<file path="src/pll_synth_params.svh">
// Named constants for the serial-programmed synthesizer control block.
`ifndef PLL_SYNTH_PARAMS_SVH
`define PLL_SYNTH_PARAMS_SVH

// Serial word length and the position of the routing bit.
`define WORD_BITS          19
`define ROUTE_POS          0

// Synchroniser reset contents: strobe bit high at its idle level, clock and data low.
`define SYNC_RESET         3'h4

// Reference word field layout.
`define REF_RATIO_LSB      1
`define REF_RATIO_BITS     14
`define PRESC_SEL_POS      15
`define POLARITY_POS       16
`define MON_SEL_POS        17
`define PUMP_CUR_POS       18

// Main divider word field layout.
`define SWALLOW_LSB        1
`define SWALLOW_BITS       7
`define MAIN_CNT_LSB       8
`define MAIN_CNT_BITS      11

// Reset contents of the two word latches: both ratios at their least legal value.
`define REF_WORD_RESET     19'h0_0006
`define MAIN_WORD_RESET    19'h0_0300

// Register byte offsets on the AXI4-Lite slave.
`define ADDR_BITS          4
`define OFF_REF_WORD       4'h0
`define OFF_MAIN_WORD      4'h4
`define OFF_STATUS         4'h8
`define OFF_CTRL           4'hC

// Control register layout and reset value.
`define SETTLE_BITS        16
`define CTRL_RESET         16'h0040

// Status register bit positions.
`define STAT_PSAVE_POS     0
`define STAT_LOCK_POS      1
`define STAT_SETTLE_POS    2

// AXI response codes.
`define RESP_OKAY          2'h0
`define RESP_SLVERR        2'h2

// Longest pump pulse, in clock cycles, while the wake-up limiter is active.
`define PUMP_CAP_CYCLES    4'h2
`define PUMP_CNT_BITS      4

`endif

</file>
<file path="src/pll_synth_pkg.sv">
// Types shared by the synthesizer control block.
`include "pll_synth_params.svh"

package pll_synth_pkg;

  // Reference word as it sits in the shift register, most significant first.
  typedef struct packed {
    logic                        pump_current_hi;
    logic                        monitor_pin_select;
    logic                        phase_polarity_bit;
    logic                        prescaler_modulus_select;
    logic [`REF_RATIO_BITS-1:0]  reference_ratio_field;
    logic                        word_route_bit;
  } ref_word_s;

  // Main divider word as it sits in the shift register.
  typedef struct packed {
    logic [`MAIN_CNT_BITS-1:0]   main_counter_field;
    logic [`SWALLOW_BITS-1:0]    swallow_count_field;
    logic                        word_route_bit;
  } main_word_s;

  // Drive of one pin: level and output enable.
  typedef struct packed {
    logic level;
    logic oe;
  } pin_drive_s;

endpackage : pll_synth_pkg

</file>
<file path="src/serial_word_rx.sv">
// Three-wire serial receiver: synchronises the link and assembles words.
`timescale 1ns/1ns
`include "pll_synth_params.svh"

module serial_word_rx #(
  parameter int WORD_W = `WORD_BITS
) (
  input  wire logic              aclk,
  input  wire logic              aresetn,
  input  wire logic              ser_data_pin,
  input  wire logic              ser_clk_pin,
  input  wire logic              load_strobe,
  output logic                   word_valid,
  output logic [WORD_W-1:0]      word
);

  // A one-bit word could not hold a routing bit and a field.
  if (WORD_W < 2) begin : g_bad_width
    $error("serial_word_rx: WORD_W must be at least 2");
  end

  // Two-stage synchronisers for data, clock and strobe, in that bit order.
  logic [2:0]        sync1_q;        // First stage, read only by the second.
  logic [2:0]        sync2_q;        // Second stage, safe to use.
  logic              clk_prev_q;     // Last synchronised serial clock.
  logic              stb_prev_q;     // Last synchronised strobe.
  logic [WORD_W-1:0] shift_q;        // Input shift register.
  logic [WORD_W-1:0] shift_d;
  logic              valid_q;        // One-cycle pulse when a word is latched.
  logic              valid_d;
  logic [WORD_W-1:0] word_q;         // Word handed over at the strobe.
  logic [WORD_W-1:0] word_d;
  logic              clk_rise;
  logic              stb_rise;

  // Edges are found on the synchronised copies; data is delayed the same
  // amount so it still pairs with its own clock edge.
  always_comb begin
    clk_rise = sync2_q[1] & ~clk_prev_q;
    stb_rise = sync2_q[2] & ~stb_prev_q;
    shift_d  = shift_q;
    valid_d  = 1'b0;
    word_d   = word_q;
    // Bits shift in only while the strobe is low; the newest bit lands at
    // the bottom so the first bit sent ends up most significant.
    if (clk_rise && !sync2_q[2]) begin
      shift_d = {shift_q[WORD_W-2:0], sync2_q[0]};
    end
    // The strobe's rising edge hands the assembled word to the latches.
    if (stb_rise) begin
      valid_d = 1'b1;
      word_d  = shift_q;
    end
  end

  // Register stage for the synchronisers, edge history and shift register.
  always_ff @(posedge aclk) begin
    if (!aresetn) begin
      // The strobe idles high; resetting its history low would fake a rising
      // edge just after reset and latch an empty word.
      sync1_q    <= `SYNC_RESET;
      sync2_q    <= `SYNC_RESET;
      clk_prev_q <= 1'b0;
      stb_prev_q <= 1'b1;
      shift_q    <= '0;
      valid_q    <= 1'b0;
      word_q     <= '0;
    end else begin
      sync1_q    <= {load_strobe, ser_clk_pin, ser_data_pin};
      sync2_q    <= sync1_q;
      clk_prev_q <= sync2_q[1];
      stb_prev_q <= sync2_q[2];
      shift_q    <= shift_d;
      valid_q    <= valid_d;
      word_q     <= word_d;
    end
  end

  assign word_valid = valid_q;
  assign word       = word_q;

endmodule : serial_word_rx

</file>
<file path="src/pll_synth_serial_control.sv">
// Digital control of the serial-programmed PLL synthesizer with AXI4-Lite status.
//
// Local design decisions: the address map and the AXI4-Lite slave port.
`timescale 1ns/1ns
`include "pll_synth_params.svh"

module pll_synth_serial_control #(
  parameter int WORD_W = `WORD_BITS
) (
  input  wire logic                  aclk,
  input  wire logic                  aresetn,
  input  wire logic                  ser_data_pin,
  input  wire logic                  ser_clk_pin,
  input  wire logic                  load_strobe,
  input  wire logic                  power_save_pin,
  input  wire logic                  pump_output_enable_pin,
  input  wire logic                  ref_div_pulse,
  input  wire logic                  cmp_div_pulse,
  input  wire logic [`ADDR_BITS-1:0] s_axi_awaddr,
  input  wire logic                  s_axi_awvalid,
  output logic                       s_axi_awready,
  input  wire logic [31:0]           s_axi_wdata,
  input  wire logic [3:0]            s_axi_wstrb,
  input  wire logic                  s_axi_wvalid,
  output logic                       s_axi_wready,
  output logic [1:0]                 s_axi_bresp,
  output logic                       s_axi_bvalid,
  input  wire logic                  s_axi_bready,
  input  wire logic [`ADDR_BITS-1:0] s_axi_araddr,
  input  wire logic                  s_axi_arvalid,
  output logic                       s_axi_arready,
  output logic [31:0]                s_axi_rdata,
  output logic [1:0]                 s_axi_rresp,
  output logic                       s_axi_rvalid,
  input  wire logic                  s_axi_rready,
  output pll_synth_pkg::ref_word_s   ref_setting,
  output pll_synth_pkg::main_word_s  main_setting,
  output logic                       pump_out,
  output logic                       pump_oe,
  output logic                       phase_ref_out,
  output logic                       phase_cmp_out,
  output logic                       phase_cmp_oe,
  output logic                       monitor_out,
  output logic                       lock_detect
);

  // Field layout is fixed by the package structs; other widths cannot work.
  if (WORD_W != `WORD_BITS) begin : g_bad_width
    $error("pll_synth_serial_control: WORD_W must equal the word layout width");
  end

  // Address-decode helper, used by both the write and the read channel.
  function automatic logic addr_mapped(input logic [`ADDR_BITS-1:0] a);
    addr_mapped = (a == `OFF_REF_WORD) || (a == `OFF_MAIN_WORD) ||
                  (a == `OFF_STATUS)   || (a == `OFF_CTRL);
  endfunction : addr_mapped

  // ---------------------------------------------------------------- serial link
  logic              word_valid;     // Pulse: a word was strobed in.
  logic [WORD_W-1:0] word;           // The strobed word.

  // Receiver: synchronises the three link pins and assembles words.
  serial_word_rx #(
    .WORD_W       (WORD_W)
  ) u_rx (
    .aclk         (aclk),
    .aresetn      (aresetn),
    .ser_data_pin (ser_data_pin),
    .ser_clk_pin  (ser_clk_pin),
    .load_strobe  (load_strobe),
    .word_valid   (word_valid),
    .word         (word)
  );

  // ------------------------------------------------------------ word latches
  pll_synth_pkg::ref_word_s  ref_q;   // Reference divider and config latch.
  pll_synth_pkg::ref_word_s  ref_d;
  pll_synth_pkg::main_word_s main_q;  // Main and swallow counter latch.
  pll_synth_pkg::main_word_s main_d;

  // The routing bit is the last bit shifted, so it sits at the bottom.
  // Nothing but a strobe touches these latches; power save leaves them alone.
  always_comb begin
    ref_d  = ref_q;
    main_d = main_q;
    if (word_valid) begin
      if (word[`ROUTE_POS]) begin
        ref_d = pll_synth_pkg::ref_word_s'(word);
      end else begin
        main_d = pll_synth_pkg::main_word_s'(word);
      end
    end
  end

  // Latch registers.
  always_ff @(posedge aclk) begin
    if (!aresetn) begin
      ref_q  <= `REF_WORD_RESET;
      main_q <= `MAIN_WORD_RESET;
    end else begin
      ref_q  <= ref_d;
      main_q <= main_d;
    end
  end

  // The counters and analog sections read the latched fields directly.
  assign ref_setting  = ref_q;
  assign main_setting = main_q;

  // -------------------------------------------------------------- pin inputs
  logic [1:0] pin1_q;   // First stage for power save and pump enable pins.
  logic [1:0] pin2_q;   // Second stage: bit 0 power save, bit 1 pump enable.
  logic       ps_prev_q;

  // Both pins come from off chip and are synchronised before use.
  always_ff @(posedge aclk) begin
    if (!aresetn) begin
      pin1_q    <= 2'h0;
      pin2_q    <= 2'h0;
      ps_prev_q <= 1'b0;
    end else begin
      pin1_q    <= {pump_output_enable_pin, power_save_pin};
      pin2_q    <= pin1_q;
      ps_prev_q <= pin2_q[0];
    end
  end

  logic power_saving;   // High while the device is in power-saving mode.
  logic ps_exit;        // One cycle at the release of power save.
  assign power_saving = ~pin2_q[0];
  assign ps_exit      = pin2_q[0] & ~ps_prev_q;

  // ----------------------------------------------------------- phase detector
  logic                      up_q;      // Reference edge seen first.
  logic                      up_d;
  logic                      dn_q;      // Compare edge seen first.
  logic                      dn_d;
  logic [`SETTLE_BITS-1:0]   settle_q;  // Cycles left in the wake-up window.
  logic [`SETTLE_BITS-1:0]   settle_d;
  logic [`PUMP_CNT_BITS-1:0] width_q;   // Length of the current error pulse.
  logic [`PUMP_CNT_BITS-1:0] width_d;
  logic [`SETTLE_BITS-1:0]   ctrl_q;    // Wake-up window length from software.
  logic                      lead;      // Error drives the pump high.
  logic                      lag;       // Error drives the pump low.
  logic                      cap_ok;    // Pulse is still within the limit.
  pll_synth_pkg::pin_drive_s pump_d;
  pll_synth_pkg::pin_drive_s cmp_d;
  logic                      ref_lvl_d;
  logic                      mon_d;
  logic                      lock_d;

  // A phase-frequency detector: each divided edge raises its flag, and when
  // both are up they cancel. Power save clears both so the loop wakes clean.
  always_comb begin
    up_d = (up_q | ref_div_pulse) & ~((up_q | ref_div_pulse) & (dn_q | cmp_div_pulse));
    dn_d = (dn_q | cmp_div_pulse) & ~((up_q | ref_div_pulse) & (dn_q | cmp_div_pulse));
    if (power_saving) begin
      up_d = 1'b0;
      dn_d = 1'b0;
    end
    // The wake-up window starts at release and counts down to zero.
    settle_d = settle_q;
    if (ps_exit) begin
      settle_d = ctrl_q;
    end else if (settle_q != '0) begin
      settle_d = settle_q - 1'b1;
    end
    // Measure how long the present error has lasted, saturating.
    width_d = '0;
    if (up_q || dn_q) begin
      width_d = (width_q == '1) ? width_q : width_q + 1'b1;
    end
    // Polarity swaps which detector flag counts as leading. In power save no
    // error is shown, so the outputs never contradict the forced lock flag.
    lead   = (ref_q.phase_polarity_bit ? up_q : dn_q) & ~power_saving;
    lag    = (ref_q.phase_polarity_bit ? dn_q : up_q) & ~power_saving;
    // Inside the wake-up window each pump pulse is cut short, trading a
    // slower first correction for no frequency jump.
    cap_ok = (settle_q == '0) || (width_q < `PUMP_CAP_CYCLES);
    // Leading: pump high, ref output low, compare output pulled low.
    // Lagging: pump low, ref output high, compare output released.
    // Balanced: pump released, ref output low, compare output released.
    pump_d.level = lead;
    pump_d.oe    = (lead | lag) & pin2_q[1] & ~power_saving & cap_ok;
    ref_lvl_d    = lag;
    cmp_d.level  = 1'b0;
    cmp_d.oe     = lead;
    // Lock is shown while no error is pending, and forced in power save.
    lock_d = power_saving | ~(up_q | dn_q);
    // The monitor shows either lock or a divided frequency chosen by polarity.
    if (ref_q.monitor_pin_select) begin
      mon_d = ref_q.phase_polarity_bit ? ref_div_pulse : cmp_div_pulse;
    end else begin
      mon_d = lock_d;
    end
  end

  // Detector state and all pin drives are registered.
  always_ff @(posedge aclk) begin
    if (!aresetn) begin
      up_q          <= 1'b0;
      dn_q          <= 1'b0;
      settle_q      <= '0;
      width_q       <= '0;
      pump_out      <= 1'b0;
      pump_oe       <= 1'b0;
      phase_ref_out <= 1'b0;
      phase_cmp_out <= 1'b0;
      phase_cmp_oe  <= 1'b0;
      monitor_out   <= 1'b1;
      lock_detect   <= 1'b1;
    end else begin
      up_q          <= up_d;
      dn_q          <= dn_d;
      settle_q      <= settle_d;
      width_q       <= width_d;
      pump_out      <= pump_d.level;
      pump_oe       <= pump_d.oe;
      phase_ref_out <= ref_lvl_d;
      phase_cmp_out <= cmp_d.level;
      phase_cmp_oe  <= cmp_d.oe;
      monitor_out   <= mon_d;
      lock_detect   <= lock_d;
    end
  end

  // --------------------------------------------------------- AXI4-Lite slave
  logic                  aw_have_q;   // Write address held.
  logic                  aw_have_d;
  logic [`ADDR_BITS-1:0] aw_addr_q;
  logic [`ADDR_BITS-1:0] aw_addr_d;
  logic                  w_have_q;    // Write data held.
  logic                  w_have_d;
  logic [31:0]           w_data_q;
  logic [31:0]           w_data_d;
  logic [3:0]            w_strb_q;
  logic [3:0]            w_strb_d;
  logic                  bvalid_d;
  logic [1:0]            bresp_d;
  logic [`SETTLE_BITS-1:0] ctrl_d;
  logic                  arready_d;
  logic                  rvalid_d;
  logic [31:0]           rdata_d;
  logic [1:0]            rresp_d;
  logic [31:0]           status_w;    // Live status word.

  // Address and data are taken in either order; the response follows both
  // and the pair is released only once the response is accepted, so one
  // write at a time is in flight.
  always_comb begin
    aw_have_d = aw_have_q;
    aw_addr_d = aw_addr_q;
    w_have_d  = w_have_q;
    w_data_d  = w_data_q;
    w_strb_d  = w_strb_q;
    bvalid_d  = s_axi_bvalid;
    bresp_d   = s_axi_bresp;
    ctrl_d    = ctrl_q;
    if (s_axi_awvalid && s_axi_awready) begin
      aw_have_d = 1'b1;
      aw_addr_d = s_axi_awaddr;
    end
    if (s_axi_wvalid && s_axi_wready) begin
      w_have_d = 1'b1;
      w_data_d = s_axi_wdata;
      w_strb_d = s_axi_wstrb;
    end
    if (aw_have_q && w_have_q && !s_axi_bvalid) begin
      bvalid_d = 1'b1;
      bresp_d  = addr_mapped(aw_addr_q) ? `RESP_OKAY : `RESP_SLVERR;
      // Only the control word is writable; other mapped words ignore writes.
      if (aw_addr_q == `OFF_CTRL) begin
        if (w_strb_q[0]) ctrl_d[7:0]  = w_data_q[7:0];
        if (w_strb_q[1]) ctrl_d[15:8] = w_data_q[15:8];
      end
    end
    if (s_axi_bvalid && s_axi_bready) begin
      bvalid_d  = 1'b0;
      aw_have_d = 1'b0;
      w_have_d  = 1'b0;
    end
  end

  // Status word: power save, lock and wake-up window state.
  always_comb begin
    status_w = 32'h0000_0000;
    status_w[`STAT_PSAVE_POS]  = power_saving;
    status_w[`STAT_LOCK_POS]   = lock_detect;
    status_w[`STAT_SETTLE_POS] = (settle_q != '0);
  end

  // Reads answer one cycle after the address is taken.
  always_comb begin
    arready_d = ~s_axi_rvalid;
    rvalid_d  = s_axi_rvalid;
    rdata_d   = s_axi_rdata;
    rresp_d   = s_axi_rresp;
    if (s_axi_arvalid && s_axi_arready) begin
      arready_d = 1'b0;
      rvalid_d  = 1'b1;
      rresp_d   = addr_mapped(s_axi_araddr) ? `RESP_OKAY : `RESP_SLVERR;
      case (s_axi_araddr)
        `OFF_REF_WORD:  rdata_d = 32'(ref_q);
        `OFF_MAIN_WORD: rdata_d = 32'(main_q);
        `OFF_STATUS:    rdata_d = status_w;
        `OFF_CTRL:      rdata_d = 32'(ctrl_q);
        default:        rdata_d = 32'h0000_0000;
      endcase
    end else if (s_axi_rvalid && s_axi_rready) begin
      rvalid_d  = 1'b0;
      arready_d = 1'b1;
    end
  end

  // Bus registers.
  always_ff @(posedge aclk) begin
    if (!aresetn) begin
      aw_have_q     <= 1'b0;
      aw_addr_q     <= '0;
      w_have_q      <= 1'b0;
      w_data_q      <= 32'h0000_0000;
      w_strb_q      <= 4'h0;
      s_axi_awready <= 1'b0;
      s_axi_wready  <= 1'b0;
      s_axi_bvalid  <= 1'b0;
      s_axi_bresp   <= `RESP_OKAY;
      ctrl_q        <= `CTRL_RESET;
      s_axi_arready <= 1'b0;
      s_axi_rvalid  <= 1'b0;
      s_axi_rdata   <= 32'h0000_0000;
      s_axi_rresp   <= `RESP_OKAY;
    end else begin
      aw_have_q     <= aw_have_d;
      aw_addr_q     <= aw_addr_d;
      w_have_q      <= w_have_d;
      w_data_q      <= w_data_d;
      w_strb_q      <= w_strb_d;
      s_axi_awready <= ~aw_have_d;
      s_axi_wready  <= ~w_have_d;
      s_axi_bvalid  <= bvalid_d;
      s_axi_bresp   <= bresp_d;
      ctrl_q        <= ctrl_d;
      s_axi_arready <= arready_d;
      s_axi_rvalid  <= rvalid_d;
      s_axi_rdata   <= rdata_d;
      s_axi_rresp   <= rresp_d;
    end
  end

endmodule : pll_synth_serial_control

</file>
<file path="config.mk">
export PLATFORM = sky130hd
export DESIGN_NAME = pll_synth_serial_control
export DESIGN_NICKNAME = d
export VERILOG_FILES = /design/src/pll_synth_pkg.sv /design/src/serial_word_rx.sv /design/src/pll_synth_serial_control.sv
export VERILOG_INCLUDE_DIRS = /design/src
export SDC_FILE = /design/constraint.sdc
export NUM_CORES = 1
export LEC_CHECK = 0
export ABC_AREA = 1
export BUFFER_PORTS_ARGS = -buffer_cell sky130_fd_sc_hd__buf_2
export CORE_MARGIN = 10
export CORE_UTILIZATION = 55
export CTS_CLUSTER_DIAMETER = 200
export DETAILED_ROUTE_END_ITERATION = 8
export PLACE_DENSITY = 0.8
export SLEW_MARGIN = 10
export SYNTH_ARGS = -nofsm -noshare
export SYNTH_HDL_FRONTEND = slang
export SYNTH_SLANG_ARGS = --single-unit
</file>
<file path="constraint.sdc">
create_clock -name aclk -period 1.8 [get_ports aclk]
set_clock_uncertainty 0.05 [all_clocks]
set_input_delay 0.27 -clock aclk [delete_from_list [all_inputs] [get_ports aclk]]
set_output_delay 0.27 -clock aclk [all_outputs]
set_load 0.1 [all_outputs]
</file>
==> flow_metrics.tcl <==
set metrics [dict create \
    status "finished clean" \
    cts.path.max_buffers 2 \
    p_total_uw 10500 \
    cts_sinks 182 \
    power.density_nw_per_um2 1250 \
    post_drt_wl_per_cell_microns 15.1 \
    cp_num_buf_inv 1 \
    start_util_pct 56.4 \
    syn_area_sq_um 7140 \
    drive_above_1_share_pct 17.4 \
    multi_input_area_sq_um 2860 \
    grt_max_degree 49 \
    start_kind "flip-flop" \
    chipWidth_microns 134 \
    cp_top_family "buffers and inverters" \
    routed_wl_microns 18500 \
    irDropWorstVdd_v 0.000904 \
    worst_slew_pin_slew_ns 0.715 \
    fp.dieH_microns 134 \
    power_leakage_uw 0.00375 \
    vias 6352 \
    synth_edf_count 0 \
    critPathKind "reg2out" \
    viasPerCell 5.19 \
    ant_nets 0 \
    cts_resized 0 \
    antenna_found_initial 0 \
    ys_ff_latch 182 \
    grt_pass1_vias 6053 \
    numCtsBuffers 17 \
    synth_warnings 0 \
    syn_inst 934 \
    cpPeakStageDelay_ns 0.47 \
    maxSlewViolCount 0 \
    seqCellArea_sq_um 3650 \
    synth_seq_area_share_pct 51.0 \
    row_count 41 \
    cp.required_ns 1.48 \
    hold_violations 0 \
    n_antenna_cell 0 \
    cts_tree "done" \
    io_buffers 108 \
    pin_count 144 \
    area_growth_pct 17.3 \
    num-nets-final 1101 \
    avgSynthCellArea_sq_um 7.65 \
    post-place-cells 1187 \
    path_cells "buf_2" \
    setup_viol 0 \
    cts.clk_slew.worst_paths_ns 0.07 \
    drtIter0Drc 654 \
    timing.fmax_mhz 609 \
    cpMaxStageDelayCell "buf_2" \
    cts_hold_buf 6 \
    die_area_sq_um 17900 \
    yosys.cell_types.count 37 \
    ys_async_sr_fraction_pct 0 \
    crit_fanout 3 \
    critical_path.endpoint_type "output port" \
    min_path_type "in2reg" \
    finish.utilization_pct 66.1 \
    cts-root-buf "clkbuf_16" \
    clk_latency_ns 0.43 \
    grt_usage_pct 20.4 \
    fin_cells 1225 \
    htreeDepth 4 \
    cap_viol_max_count 0 \
    cts_setup_buffers 0 \
    gp_congestion 0.881 \
    dp_hpwl_microns 13200 \
    slew_headroom_pct 52.3 \
    synth_flop_cell "dfxtp_1" \
    grt_pass1_wl_microns 29900 \
    drt-pass1-iter-count 5 \
    overflow 0 \
    timing.final.crit_share_pct 91.3 \
    drc 0 \
    core_sq_um 12700 \
    fin_crit_ns 1.64 \
    grt_setup_unrepaired "false" \
    nFillCells 1118 \
    final.setup.tns_ns 0 \
    arrival_ns 1.32 \
]
power by group:
part           switching (uW)  internal [uW]
registers                 202           4280
logic                    1640            782
clock network            1530           2080
total                    3370           7140
final timing paths:
| check | startpoint | depth (start not counted) | endpoint | slack (ns) |
|---|---|---|---|---|
| worst min-delay path | s_axi_wdata[5] | 3 | w_data_q[5] | 0.04 |
| worst max register to register | settle_q[0] | 9 | settle_q[8] | 0.21 |
| worst max-delay path | main_setting[1] | 1 | main_setting[1] | 0.16 |
| worst min register to register | u_rx.sync1_q[2] | 1 | u_rx.sync2_q[2] | 0.36 |
per-stage QoR:
step	hold WS (ns)	area, sq um	worst slack, ns
2_1_floorplan	0.299	7200	0.124
3_3_place_gp	0.344	7750	0.285
3_5_place_dp	0.349	7750	0.243
4_1_cts	0.0332	8380	0.165
5_1_grt	0.0452	8380	0.0327
6_report	0.0392	8380	0.157
state kept, by name (all words and copies together), names as in the netlist, 16 cells and up:
signal        flops
ctrl_q           16
main_setting     18
ref_setting      19
s_axi_rdata      19
settle_q         16
u_rx.shift_q     19
u_rx.word        19
w_data_q         16
cells in the mapped netlist (all sizes together) (2+ instances only):
master	number	share of area (%)
or2	3	0.26
o211ai	2	0.21
dfxtp	182	51
o22ai	4	0.35
inv	99	5.2
nand3	19	1.5
nor3	5	0.51
buf	37	3.5
nor2	134	7.8
nand2	161	8.6
ha	3	0.53
o21ai	141	9.9
o221ai	2	0.25
nand3b	4	0.42
nand4	2	0.18
a22o	3	0.37
a21oi	101	7.1
clkbuf	21	1.1
xor2	5	0.61
cell families (layout without fill, tap and decap cells):
kind of cell,Yosys count,in the layout,share of synthesized area [%]
xor+xnor,6,6,0.736
buf+inv,158,261,9.86
other cells,1,17,0.0525
simple gates,329,329,19.5
compound gates,255,255,18.3
fa+ha+maj,3,3,0.526
flops,182,182,51.0
metal layers:
| layer | share of wire, % | vias to the layer above | GRT usage [%] |
|---|---|---|---|
| li1 | - | 3192 | - |
| met1 | 43 | 2905 | 24.7 |
| met2 | 47 | 216 | 32.8 |
| met3 | 7.1 | 39 | 6.09 |
| met4 | 3.2 | 0 | 8.77 |
| met5 | 0 | - | 0 |
cell type report:
cell class / instances / share of cell area (%)
timing repair buffer: 129 / 8.51
clock buffer: 21 / 5.38
multi-input combinational: 610 / 34.1
sequential: 182 / 43.5
inverter: 100 / 4.48
clock inverter: 11 / 1.46
tap: 172 / 2.57
cells in the final DEF (no fill, tap or decap), drive strengths merged, types with 7 or more instances in the layout:
| cell type | count |
|---|---|
| o21ai | 141 |
| nand2 | 161 |
| clkbuf | 21 |
| nor2 | 134 |
| a21oi | 101 |
| dfxtp | 182 |
| nand3 | 19 |
| inv | 101 |
| clkinv | 7 |
| conb | 17 |
| buf | 123 |
Note: power is estimated with default switching activity, not from simulation.
